## src/design/dscp_map_defs.vh

```
/*
 Offsets, reset value and field layout for the code point priority map.
 Assumes inclusion by the map register and lookup design files.
*/
`ifndef DSCP_MAP_DEFS_VH
`define DSCP_MAP_DEFS_VH

// Register indices; byte address is four times the index
`define IDX_CODES_00_03 8'h90
`define IDX_CODES_04_07 8'h91
`define IDX_CODES_08_0B 8'h92
`define IDX_CODES_0C_0F 8'h93
`define IDX_CODES_10_13 8'h94
`define IDX_CODES_14_17 8'h95
`define IDX_CODES_18_1B 8'h96
`define IDX_CODES_1C_1F 8'h97
`define IDX_CODES_20_23 8'h98
`define IDX_FIRST 8'h90
`define IDX_LAST 8'h98
`define NUM_MAP_REGS 9
`define MAP_RESET 8'h00
`define CODE_LAST 6'h23
`define PRIO_MISS 2'h0
`define CP_HI 7
`define CP_LO 2

`endif

```

## src/design/dscp_priority_map_table.v

```verilog
/*
 Code point to priority map table with APB register access.
 Nine byte registers at indices 0x90 to 0x98 feed a lookup of the six-bit
 code point taken from bits 7:2 of a TOS or traffic class byte.
 Assumes an APB master on mclk and a classifier that presents one
 TOS or traffic class byte with a one-cycle valid strobe.
 Assumes a master that holds each request until pready is sampled high.
*/
`timescale 1ns/1ps
`include "dscp_map_defs.vh"

// Functional notes
// - Code point 0 uses first register bits 1:0
// - Code point 1 uses first register bits 3:2
// - Code points 2,3 use bits 5:4, 7:6
// - Register 0x91 maps code points 4 to 7
// - Register 0x92 maps code points 8 to 11
// - Register 0x93 maps code points 12 to 15
// - Register 0x94 maps code points 16 to 19
// - Register 0x95 maps code points 20 to 23
// - Register 0x96 maps code points 24 to 27
// - Eighth register maps code points 28 to 31
// - Ninth register bits 7:6 map code point 35
module dscp_priority_map_table (
    input wire mclk,
    input wire nrst,
    input wire psel,
    input wire penable,
    input wire pwrite,
    input wire [11:0] paddr,
    input wire [31:0] pwdata,
    output reg [31:0] prdata,
    output reg pready,
    output reg pslverr,
    input wire tos_valid,
    input wire [7:0] tos_byte,
    output reg prio_valid_r,
    output reg [1:0] prio_r,
    output reg prio_hit_r
);
    // Register port phases
    localparam ST_IDLE = 1'b0;
    localparam ST_ANSWER = 1'b1;

    wire [9:0] word_idx;
    wire aligned;
    wire mapped;
    wire setup;
    wire access;
    wire wr_go;
    wire [71:0] map_flat;

    // One byte per register, named after the code points it maps
    wire [7:0] dscp_map_codes_00_03;
    wire [7:0] dscp_map_codes_04_07;
    wire [7:0] dscp_map_codes_08_0b;
    wire [7:0] dscp_map_codes_0c_0f;
    wire [7:0] dscp_map_codes_10_13;
    wire [7:0] dscp_map_codes_14_17;
    wire [7:0] dscp_map_codes_18_1b;
    wire [7:0] dscp_map_codes_1c_1f;
    wire [7:0] dscp_map_codes_20_23;

    wire [1:0] prio_nxt;
    wire hit_nxt;
    reg state_r;
    reg state_nxt;
    reg [`NUM_MAP_REGS-1:0] wr_sel;
    reg [7:0] rd_byte;

    assign word_idx = paddr[11:2];
    assign aligned = (paddr[1:0] == 2'h0);
    assign mapped = aligned && (word_idx >= {2'h0, `IDX_FIRST}) &&
        (word_idx <= {2'h0, `IDX_LAST});
    assign setup = psel && !penable;
    // A write lands only at the edge where the master samples pready high
    assign access = (state_r == ST_ANSWER) && psel && penable;
    assign wr_go = access && pwrite && mapped;

    // One answer per setup with no wait states, so the master never stalls
    always @* begin
        state_nxt = ST_IDLE;
        case (state_r)
            ST_IDLE: begin
                if (setup) begin
                    state_nxt = ST_ANSWER;
                end
            end
            ST_ANSWER: begin
                // A master that skips the access phase is still answered
                if (setup) begin
                    state_nxt = ST_ANSWER;
                end
            end
            default: begin
                state_nxt = ST_IDLE;
            end
        endcase
    end

    // Answer phase register; pready is its twin so the port comes from a flop
    always @(posedge mclk or negedge nrst) begin
        if (!nrst) begin
            state_r <= ST_IDLE;
        end else begin
            state_r <= state_nxt;
        end
    end

    // Address decode by index; unaligned or unmapped words select nothing
    always @* begin
        wr_sel = 9'h000;
        if (!wr_go) begin
            wr_sel = 9'h000;
        end else if (word_idx == {2'h0, `IDX_CODES_00_03}) begin
            wr_sel = 9'h001;
        end else if (word_idx == {2'h0, `IDX_CODES_04_07}) begin
            wr_sel = 9'h002;
        end else if (word_idx == {2'h0, `IDX_CODES_08_0B}) begin
            wr_sel = 9'h004;
        end else if (word_idx == {2'h0, `IDX_CODES_0C_0F}) begin
            wr_sel = 9'h008;
        end else if (word_idx == {2'h0, `IDX_CODES_10_13}) begin
            wr_sel = 9'h010;
        end else if (word_idx == {2'h0, `IDX_CODES_14_17}) begin
            wr_sel = 9'h020;
        end else if (word_idx == {2'h0, `IDX_CODES_18_1B}) begin
            wr_sel = 9'h040;
        end else if (word_idx == {2'h0, `IDX_CODES_1C_1F}) begin
            wr_sel = 9'h080;
        end else if (word_idx == {2'h0, `IDX_CODES_20_23}) begin
            wr_sel = 9'h100;
        end else begin
            wr_sel = 9'h000;
        end
    end

    // Refused reads return zero so software never sees a stale byte
    always @* begin
        rd_byte = 8'h00;
        if (!aligned) begin
            rd_byte = 8'h00;
        end else if (word_idx == {2'h0, `IDX_CODES_00_03}) begin
            rd_byte = dscp_map_codes_00_03;
        end else if (word_idx == {2'h0, `IDX_CODES_04_07}) begin
            rd_byte = dscp_map_codes_04_07;
        end else if (word_idx == {2'h0, `IDX_CODES_08_0B}) begin
            rd_byte = dscp_map_codes_08_0b;
        end else if (word_idx == {2'h0, `IDX_CODES_0C_0F}) begin
            rd_byte = dscp_map_codes_0c_0f;
        end else if (word_idx == {2'h0, `IDX_CODES_10_13}) begin
            rd_byte = dscp_map_codes_10_13;
        end else if (word_idx == {2'h0, `IDX_CODES_14_17}) begin
            rd_byte = dscp_map_codes_14_17;
        end else if (word_idx == {2'h0, `IDX_CODES_18_1B}) begin
            rd_byte = dscp_map_codes_18_1b;
        end else if (word_idx == {2'h0, `IDX_CODES_1C_1F}) begin
            rd_byte = dscp_map_codes_1c_1f;
        end else if (word_idx == {2'h0, `IDX_CODES_20_23}) begin
            rd_byte = dscp_map_codes_20_23;
        end else begin
            rd_byte = 8'h00;
        end
    end

    // Nine map registers; each keeps its byte until software rewrites it
    // Codes 0x00 to 0x03
    map_entry_reg u_codes_00_03 (
        .mclk(mclk),
        .nrst(nrst),
        .wr_en(wr_sel[0]),
        .wr_data(pwdata[7:0]),
        .value_r(dscp_map_codes_00_03)
    );

    // Codes 0x04 to 0x07
    map_entry_reg u_codes_04_07 (
        .mclk(mclk),
        .nrst(nrst),
        .wr_en(wr_sel[1]),
        .wr_data(pwdata[7:0]),
        .value_r(dscp_map_codes_04_07)
    );

    // Codes 0x08 to 0x0b
    map_entry_reg u_codes_08_0b (
        .mclk(mclk),
        .nrst(nrst),
        .wr_en(wr_sel[2]),
        .wr_data(pwdata[7:0]),
        .value_r(dscp_map_codes_08_0b)
    );

    // Codes 0x0c to 0x0f
    map_entry_reg u_codes_0c_0f (
        .mclk(mclk),
        .nrst(nrst),
        .wr_en(wr_sel[3]),
        .wr_data(pwdata[7:0]),
        .value_r(dscp_map_codes_0c_0f)
    );

    // Codes 0x10 to 0x13
    map_entry_reg u_codes_10_13 (
        .mclk(mclk),
        .nrst(nrst),
        .wr_en(wr_sel[4]),
        .wr_data(pwdata[7:0]),
        .value_r(dscp_map_codes_10_13)
    );

    // Codes 0x14 to 0x17
    map_entry_reg u_codes_14_17 (
        .mclk(mclk),
        .nrst(nrst),
        .wr_en(wr_sel[5]),
        .wr_data(pwdata[7:0]),
        .value_r(dscp_map_codes_14_17)
    );

    // Codes 0x18 to 0x1b
    map_entry_reg u_codes_18_1b (
        .mclk(mclk),
        .nrst(nrst),
        .wr_en(wr_sel[6]),
        .wr_data(pwdata[7:0]),
        .value_r(dscp_map_codes_18_1b)
    );

    // Codes 0x1c to 0x1f
    map_entry_reg u_codes_1c_1f (
        .mclk(mclk),
        .nrst(nrst),
        .wr_en(wr_sel[7]),
        .wr_data(pwdata[7:0]),
        .value_r(dscp_map_codes_1c_1f)
    );

    // Codes 0x20 to 0x23
    map_entry_reg u_codes_20_23 (
        .mclk(mclk),
        .nrst(nrst),
        .wr_en(wr_sel[8]),
        .wr_data(pwdata[7:0]),
        .value_r(dscp_map_codes_20_23)
    );

    // Four entries per byte, lowest code point in the low bits of each byte;
    // the lookup indexes this vector directly by twice the code point
    assign map_flat = {
        dscp_map_codes_20_23,
        dscp_map_codes_1c_1f,
        dscp_map_codes_18_1b,
        dscp_map_codes_14_17,
        dscp_map_codes_10_13,
        dscp_map_codes_0c_0f,
        dscp_map_codes_08_0b,
        dscp_map_codes_04_07,
        dscp_map_codes_00_03
    };

    // pready and pslverr stand for the one access cycle; prdata until next setup.
    // Read data is captured at setup, when no write can still be pending.
    always @(posedge mclk or negedge nrst) begin
        if (!nrst) begin
            prdata <= 32'h0000_0000;
            pready <= 1'b0;
            pslverr <= 1'b0;
        end else begin
            pready <= (state_nxt == ST_ANSWER);
            pslverr <= setup && !mapped;
            if (setup && !pwrite) begin
                prdata <= {24'h00_0000, rd_byte};
            end else if (setup) begin
                prdata <= 32'h0000_0000;
            end
        end
    end

    // Lookup uses current table, so a write affects frames that follow it
    // Code points above the table report a miss with priority zero
    prio_select u_sel (
        .map_flat(map_flat),
        .code(tos_byte[`CP_HI:`CP_LO]),
        .prio(prio_nxt),
        .hit(hit_nxt)
    );

    // Priority and hit hold between frames for a slow consumer
    always @(posedge mclk or negedge nrst) begin
        if (!nrst) begin
            prio_valid_r <= 1'b0;
            prio_r <= 2'h0;
            prio_hit_r <= 1'b0;
        end else begin
            prio_valid_r <= tos_valid;
            if (tos_valid) begin
                prio_r <= prio_nxt;
                prio_hit_r <= hit_nxt;
            end
        end
    end
endmodule // dscp_priority_map_table

```

## src/design/map_entry_reg.v

```verilog
/*
 One 8-bit map register holding four 2-bit priorities.
 Assumes a single clock and asynchronous active-low reset.
*/
`timescale 1ns/1ps
`include "dscp_map_defs.vh"

module map_entry_reg (
    input wire mclk,
    input wire nrst,
    input wire wr_en,
    input wire [7:0] wr_data,
    output reg [7:0] value_r
);
    always @(posedge mclk or negedge nrst) begin
        if (!nrst) begin
            value_r <= `MAP_RESET;
        end else if (wr_en) begin
            value_r <= wr_data;
        end
    end
endmodule // map_entry_reg

```

## src/design/prio_select.v

```verilog
/*
 Picks the 2-bit priority for a code point from the flattened map.
 Assumes the map vector packs four code points per byte, lowest in bits 1:0.
*/
`timescale 1ns/1ps
`include "dscp_map_defs.vh"

module prio_select (
    input wire [71:0] map_flat,
    input wire [5:0] code,
    output reg [1:0] prio,
    output reg hit
);
    reg [6:0] bitpos;
    always @* begin
        bitpos = {code, 1'b0};
        hit = (code <= `CODE_LAST);
        if (hit) begin
            prio = map_flat[bitpos +: 2];
        end else begin
            prio = `PRIO_MISS;
        end
    end
endmodule // prio_select

```

## config.mk

```make
export PLATFORM = sky130hd
export DESIGN_NAME = dscp_priority_map_table
export DESIGN_NICKNAME = d
export VERILOG_FILES = /design/src/design/dscp_priority_map_table.v /design/src/design/map_entry_reg.v /design/src/design/prio_select.v
export VERILOG_INCLUDE_DIRS = /design/src /design/src/design
export SDC_FILE = /design/constraint.sdc
export NUM_CORES = 1
export LEC_CHECK = 0
export BUFFER_PORTS_ARGS = -buffer_cell sky130_fd_sc_hd__buf_2
export CAP_MARGIN = 20
export CORE_MARGIN = 1.5
export CORE_UTILIZATION = 51
export DETAILED_ROUTE_END_ITERATION = 8
export PLACE_DENSITY_LB_ADDON = 0.3
export SYNTH_ARGS = -nofsm -noshare
export SYNTH_HDL_FRONTEND = slang
export SYNTH_SLANG_ARGS = --single-unit
```

## constraint.sdc

```tcl
create_clock -name mclk -period 1.75 [get_ports mclk]
set_input_delay 0.2625 -clock mclk [delete_from_list [all_inputs] [get_ports mclk]]
set_output_delay 0.2625 -clock mclk [all_outputs]
set_load 0.03 [all_outputs]
```

# == Word level (Yosys, flattened, before mapping) ==
# Index checks and enable logic that the tools add are counted.
# classes
magnitude_cmp,3
n_eq_ne,9
shift,1
n_mux,24
n_reduce_logical,14
# op_table
cell,count
$eq A10 B8 Y1 const B,9
$mux W9,10
$mux W8,10
$shiftx A72 B8 Y2,1
$mux W32,2
$ge A10 B8 Y1 const B,1
$le A10 B8 Y1 const B,1
$logic_and A1 B1 Y1,9
$le A6 B6 Y1 const B,1
$logic_not A1 Y1,3
$logic_not A2 Y1,1
$mux W2,1
$reduce_bool A2 Y1,1
$mux W1,1
# totals
reg_bits,110
inputBits,58
out_inout_bits,38
word_cells,66

# == Longest topological paths before layout ==
# depth
word_depth,12
depth_mapped,7
mapped_depth_nobuf,5

# == Cells and area by module ==
# Synthesis repeated with hierarchy kept, for this count alone.
# hier_totals
hier_cells,438
area_unflattened_um2,5451.5
# modules_own_cells
module,n_inst,cells_each,area_each_um2
map_entry_reg,9,17,331.6
dscp_priority_map_table,1,227,1800.5
prio_select,1,58,666.9

# == Worst setup path after synthesis ==
# OpenSTA, ideal clock, no wires.
# synth_timing
path_kind,input to register
startpoint,in paddr[8]
endpoint,reg u_codes_04_07.value_r[0]
setup_ps,125
arrival_ps,1917
required_time_ps,1625
path_slack_ps,-292
path_stages,6
path_cell_list,and4bb_2 > buf_2 > nand2_2 > nor2_1 > nor4b_4 > mux2_2
# synth_between
elab_chain_len,10
elab_cells_between_ends,22
cone_classes,order compare (2); eq/ne (8); mux (9); reduce/logical (3)
# synth_lines
item,line_no,source
"start, declared",dscp_priority_map_table.v:30,"input wire [11:0] paddr,"
$eq A10 B8 Y1,dscp_priority_map_table.v:129,"end else if (word_idx == {2'h0, `IDX_CODES_1C_1F}) begin"
$mux W9,dscp_priority_map_table.v:129,
$mux W9,dscp_priority_map_table.v:127,"end else if (word_idx == {2'h0, `IDX_CODES_18_1B}) begin"
$mux W9,dscp_priority_map_table.v:125,"end else if (word_idx == {2'h0, `IDX_CODES_14_17}) begin"
$mux W9,dscp_priority_map_table.v:123,"end else if (word_idx == {2'h0, `IDX_CODES_10_13}) begin"
$mux W9,dscp_priority_map_table.v:121,"end else if (word_idx == {2'h0, `IDX_CODES_0C_0F}) begin"
$mux W9,dscp_priority_map_table.v:119,"end else if (word_idx == {2'h0, `IDX_CODES_08_0B}) begin"
$mux W9,dscp_priority_map_table.v:117,"end else if (word_idx == {2'h0, `IDX_CODES_04_07}) begin"
$mux W9,dscp_priority_map_table.v:115,"end else if (word_idx == {2'h0, `IDX_CODES_00_03}) begin"
$mux W9 *,dscp_priority_map_table.v:113,if (!wr_go) begin
"end signal, assigned",map_entry_reg.v:17,value_r <= `MAP_RESET;
"end signal, assigned",map_entry_reg.v:19,value_r <= wr_data;
"end, declared",map_entry_reg.v:13,output reg [7:0] value_r
# Every way passes the cells marked *; elsewhere a longest branch is shown, timed or not.
# A chain may end at the register's enable or synchronous reset.

# == Worst setup path after layout ==
# layout_timing
startpoint,in paddr[7]
endpoint,reg u_codes_04_07.value_r[2]
# The elaborated chain is that of the path after synthesis.

==> impl_metrics.prom <==
# TYPE chip_impl_metric gauge
chip_impl_info{name="status",value="finished, violations left"} 1
chip_impl_info{name="crit_start",value="paddr[7]"} 1
chip_impl_metric{name="met1_usage",unit="%"} 39.2
chip_impl_metric{name="sequentialPowerShare",unit="%"} 46.6
chip_impl_info{name="setup.worst_path.end_class",value="flop"} 1
chip_impl_metric{name="synth.distinct_cells",unit=""} 60
chip_impl_metric{name="cts_made_buffers",unit=""} 9
chip_impl_metric{name="yosys.area_share.adder",unit="%"} 0
chip_impl_metric{name="number_of_ports_placed_on_the_die_boundary",unit=""} 96
chip_impl_metric{name="yosys_warnings",unit=""} 0
chip_impl_metric{name="finalWirelength",unit="um"} 14600
chip_impl_info{name="most_frequent_cells_after_synthesis",value="86 x sky130_fd_sc_hd__dfrtp_1, 79 x sky130_fd_sc_hd__mux2_2, 24 x sky130_fd_sc_hd__buf_4"} 1
chip_impl_metric{name="worstSkewPairLatency",unit="ps"} 360
chip_impl_metric{name="avgSynthCellArea",unit="sq um"} 11.9
chip_impl_metric{name="switching_power",unit="mW"} 1.02
chip_impl_metric{name="die_w",unit="um"} 102
chip_impl_metric{name="timing.hold.ws",unit="ps"} 110
chip_impl_info{name="synth_top_family_by_area",value="multiplexers"} 1
chip_impl_metric{name="synthesized_area_fraction_occupied_by_and_or_nand_nor_cells",unit="%"} 11.5
chip_impl_metric{name="cts_sinks",unit=""} 86
chip_impl_metric{name="pwr-share-clk",unit="%"} 42.2
chip_impl_info{name="globalRoute.busiestLayer",value="met2"} 1
chip_impl_info{name="cts_tree",value="done"} 1
chip_impl_metric{name="initial_core_util",unit="%"} 53.2
chip_impl_metric{name="via_count_of_the_first_global_routing_pass",unit=""} 4081
chip_impl_info{name="clk_root_buffer_cell",value="sky130_fd_sc_hd__clkbuf_8"} 1
chip_impl_metric{name="postSynthRegisterBits",unit=""} 86
chip_impl_metric{name="proportion_of_synthesized_flip_flops_having_asynchronous_set_or_reset",unit="%"} 100
chip_impl_info{name="holdCritPathClass",value="primary input to flop"} 1
chip_impl_metric{name="router_iterations_before_antenna_repair",unit=""} 5
chip_impl_info{name="main_synth_ff_type",value="sky130_fd_sc_hd__dfrtp_1"} 1
chip_impl_metric{name="buffer_ports.inserted",unit=""} 45
chip_impl_metric{name="critPathMaxFanout",unit=""} 4
chip_impl_metric{name="rows",unit=""} 35
chip_impl_metric{name="timing.critical_path.arrival",unit="ps"} 2050
chip_impl_info{name="r2r_end",value="u_codes_04_07.value_r[2]$_DFFE_PN0P_"} 1
chip_impl_metric{name="core_area",unit="sq mm"} 0.00937
chip_impl_metric{name="drt-vias-per-instance",unit=""} 6.02
chip_impl_metric{name="highest_attainable_clock_frequency",unit="GHz"} 0.554
chip_impl_metric{name="cts_max_path_buffers",unit=""} 2
chip_impl_metric{name="netlist.area_leader.share",unit="%"} 43.2
chip_impl_metric{name="wl_per_cell",unit="um"} 22.1
chip_impl_info{name="cell_taking_the_most_area_after_synthesis",value="sky130_fd_sc_hd__dfrtp_1"} 1
chip_impl_metric{name="layout.cell_area.non_filler",unit="sq mm"} 0.00636
chip_impl_metric{name="grt_overflow_total",unit=""} 0
chip_impl_metric{name="synth_enable_flop_cells",unit=""} 0
chip_impl_info{name="setup.worst_path.end",value="u_codes_04_07.value_r[2]$_DFFE_PN0P_"} 1
chip_impl_metric{name="timing.final.crit_share",unit="%"} 103
chip_impl_metric{name="switching_share",unit="%"} 23.8
chip_impl_info{name="yosys.cell_count.top_type",value="sky130_fd_sc_hd__dfrtp_1"} 1
chip_impl_metric{name="post-route-worst-setup-slack",unit="ps"} -55.0
chip_impl_metric{name="cts.htree.levels",unit=""} 3
chip_impl_metric{name="syn2layout_area_growth",unit="%"} 27.7
chip_impl_info{name="crit_type",value="primary input to flop"} 1
chip_impl_metric{name="internal_power",unit="mW"} 3.26
chip_impl_metric{name="drv_cap",unit=""} 0
chip_impl_metric{name="worst-r2r-setup-slack",unit="ps"} -40
chip_impl_metric{name="drc_errors",unit=""} 0
chip_impl_metric{name="route.vias.total",unit=""} 3982
chip_impl_metric{name="grt_use_met3",unit="%"} 5.54
chip_impl_metric{name="globalRouteTotalUtil",unit="%"} 30.0
chip_impl_metric{name="design.final.nets",unit=""} 587
chip_impl_metric{name="worst_clock_skew",unit="ps"} 7.34
chip_impl_metric{name="drt_iter0_markers",unit=""} 269
chip_impl_metric{name="placed_cell_area",unit="sq mm"} 0.00595
chip_impl_info{name="grt_setup_unrepaired",value="true"} 1
chip_impl_metric{name="die_h",unit="um"} 102
chip_impl_metric{name="worstRegToRegCells",unit=""} 6
chip_impl_metric{name="clk_pin_slew",unit="ps"} 80
chip_impl_metric{name="timing.final.max_slew_violations",unit=""} 0
chip_impl_metric{name="synth.yosys.seq_area_share",unit="%"} 43.2
chip_impl_metric{name="design.die.area",unit="sq mm"} 0.0104
chip_impl_metric{name="weighted_congestion_at_the_end_of_routability_driven_global_placement",unit=""} 0.936
chip_impl_info{name="violations",value="negative setup slack"} 1
chip_impl_metric{name="post_route_cells_drive_above_1_share",unit="%"} 47.4
chip_impl_info{name="worst_r2r_startpoint",value="pready$_DFF_PN0_"} 1
chip_impl_metric{name="detailedPlacementHpwl",unit="um"} 10700
chip_impl_metric{name="setup_viol_count_final",unit=""} 21
chip_impl_metric{name="n_fill_cell",unit=""} 687
chip_impl_metric{name="power.ir.vdd_worst",unit="mV"} 0.438
chip_impl_metric{name="final.min_clock_period",unit="ps"} 1810
chip_impl_info{name="start_kind",value="primary input"} 1
chip_impl_metric{name="cellLeakagePower",unit="nW"} 3.00
chip_impl_metric{name="grt_pass1_wl",unit="um"} 22700
chip_impl_metric{name="grt_start_max_net_pins",unit=""} 38
chip_impl_metric{name="synth_xor_xnor_area_share",unit="%"} 0
chip_impl_metric{name="ant_nets",unit=""} 0
chip_impl_metric{name="synth.area.mux_share",unit="%"} 26.3
chip_impl_metric{name="antenna_cells",unit=""} 0
chip_impl_metric{name="gr_layer_usage_met2",unit="%"} 50.4
chip_impl_metric{name="grt_antenna_before_repair",unit=""} 0
chip_impl_metric{name="syn-instance-count",unit=""} 419
chip_impl_metric{name="complex_gate_fraction_of_the_synthesized_area",unit="%"} 12.7
chip_impl_metric{name="synth.cell_area",unit="sq mm"} 0.00498
chip_impl_metric{name="comb_power_share",unit="%"} 11.2
chip_impl_info{name="largest_cells_by_area_after_synthesis",value="sky130_fd_sc_hd__dfrtp_1 43%, sky130_fd_sc_hd__mux2_2 18%, sky130_fd_sc_hd__mux4_2 7.7%"} 1
chip_impl_metric{name="p_per_area",unit="mW/mm^2"} 673
chip_impl_metric{name="timing_hold_violations_final",unit=""} 0
chip_impl_metric{name="timing.critical_path.required",unit="ps"} 1990
## routing by layer
layer / share of wire (%) / up-vias / wire length, um
li1: - / 1773 / -
met1: 41 / 1987 / 6030
met3: 6.3 / 33 / 922
met2: 50 / 189 / 7360
met5: 0 / - / 0
met4: 2.1 / 0 / 304
## sequential cells by signal, summed over array words and instances (netlist names)
register	count
prdata	8
pready	1
prio_hit_r	1
prio_r	2
prio_valid_r	1
pslverr	1
u_codes_00_03.value_r	8
u_codes_04_07.value_r	8
u_codes_08_0b.value_r	8
u_codes_0c_0f.value_r	8
u_codes_10_13.value_r	8
u_codes_14_17.value_r	8
u_codes_18_1b.value_r	8
u_codes_1c_1f.value_r	8
u_codes_20_23.value_r	8
## cells by family after synthesis
logic type,after synthesis
AND/OR/NAND/NOR,87
AO/OA/AOI/OAI,91
multiplexers,100
flip-flops,86
other,1
buffers and inverters,54
## power by group through the flow
stage / logic (mW) / registers (mW) / clock network (mW)
6_report: 0.478 / 2.00 / 1.81
5_1_grt: 0.513 / 2.00 / 1.89
4_1_cts: 0.470 / 2.00 / 1.83
3_5_place_dp: 0.464 / 2.04 / 0
3_3_place_gp: 0.455 / 2.04 / 0
2_1_floorplan: 0.255 / 2.06 / 0
## critical path: stages
cell                        delay (ps)
sky130_fd_sc_hd__buf_2             100
sky130_fd_sc_hd__and4bb_2          320
sky130_fd_sc_hd__o2111ai_2         110
sky130_fd_sc_hd__or2_1             270
sky130_fd_sc_hd__buf_6             150
sky130_fd_sc_hd__nor4b_4           310
sky130_fd_sc_hd__buf_4             220
sky130_fd_sc_hd__mux2_4            310
## placed cells by master (no fill, tap or decap), types with 12 or more instances in the layout
| cell | netlist | layout |
|---|---|---|
| sky130_fd_sc_hd__mux4_2 | 17 | 17 |
| sky130_fd_sc_hd__o21ai_0 | 19 | 18 |
| sky130_fd_sc_hd__a21oi_1 | 19 | 19 |
| sky130_fd_sc_hd__buf_2 | 7 | 43 |
| sky130_fd_sc_hd__dfrtp_1 | 86 | 86 |
| sky130_fd_sc_hd__mux2_2 | 79 | 34 |
| sky130_fd_sc_hd__nand2_1 | 22 | 22 |
| sky130_fd_sc_hd__conb_1 | 1 | 24 |
| sky130_fd_sc_hd__buf_4 | 24 | 63 |
| sky130_fd_sc_hd__nor2_1 | 13 | 12 |
| sky130_fd_sc_hd__mux2_4 | 0 | 45 |
## what timing repair did
item | in CTS | in global routing
resized for setup | 7 | 22
endpoints found under the setup margin | 10 | 50
endpoints found under the hold margin | 27 | 0
gates cloned | 0 | 0
hold buffers | 1 | 0
pin swaps | 2 | 6
buffers inserted | 1 | 2
## worst min-delay path by stage
stage               startpoint                                    to  slack (ps)  depth (start not counted)
detailed placement        nrst  u_codes_08_0b.value_r[1]$_DFFE_PN0P_         210                          1
global placement          nrst  u_codes_08_0b.value_r[7]$_DFFE_PN0P_         210                          1
finish               tos_valid                prio_valid_r$_DFF_PN0_         110                          1
global route         tos_valid                prio_valid_r$_DFF_PN0_         110                          1
CTS                  tos_valid                prio_valid_r$_DFF_PN0_         100                          1
floorplan                 nrst                 prdata[0]$_DFFE_PN0P_         -30                          0
## area by class of cell
type	instances	area (sq um)	share of cell area (%)
sequential	86	2150	33.8
clock inverter	4	120	1.89
inverter	7	30.0	0.472
tap	129	161	2.54
timing repair buffer	123	948	14.9
clock buffer	10	138	2.16
multi-input combinational	302	2810	44.2
## metrics by stage
stage	std cells	worst slack [ps]	setup TNS [ps]	utilization (%)	power, mW
floorplan	442	-229	-11270	-	2.31
global placement	643	-419	-22690	63.5	2.49
detailed placement	643	-437	-24510	63.5	2.50
CTS	659	-17.4	-63.5	66.9	4.30
global route	661	-97.1	-1280	67.9	4.40
finish	661	-55.0	-580	67.9	4.28
(Power assumes the default switching activity.)
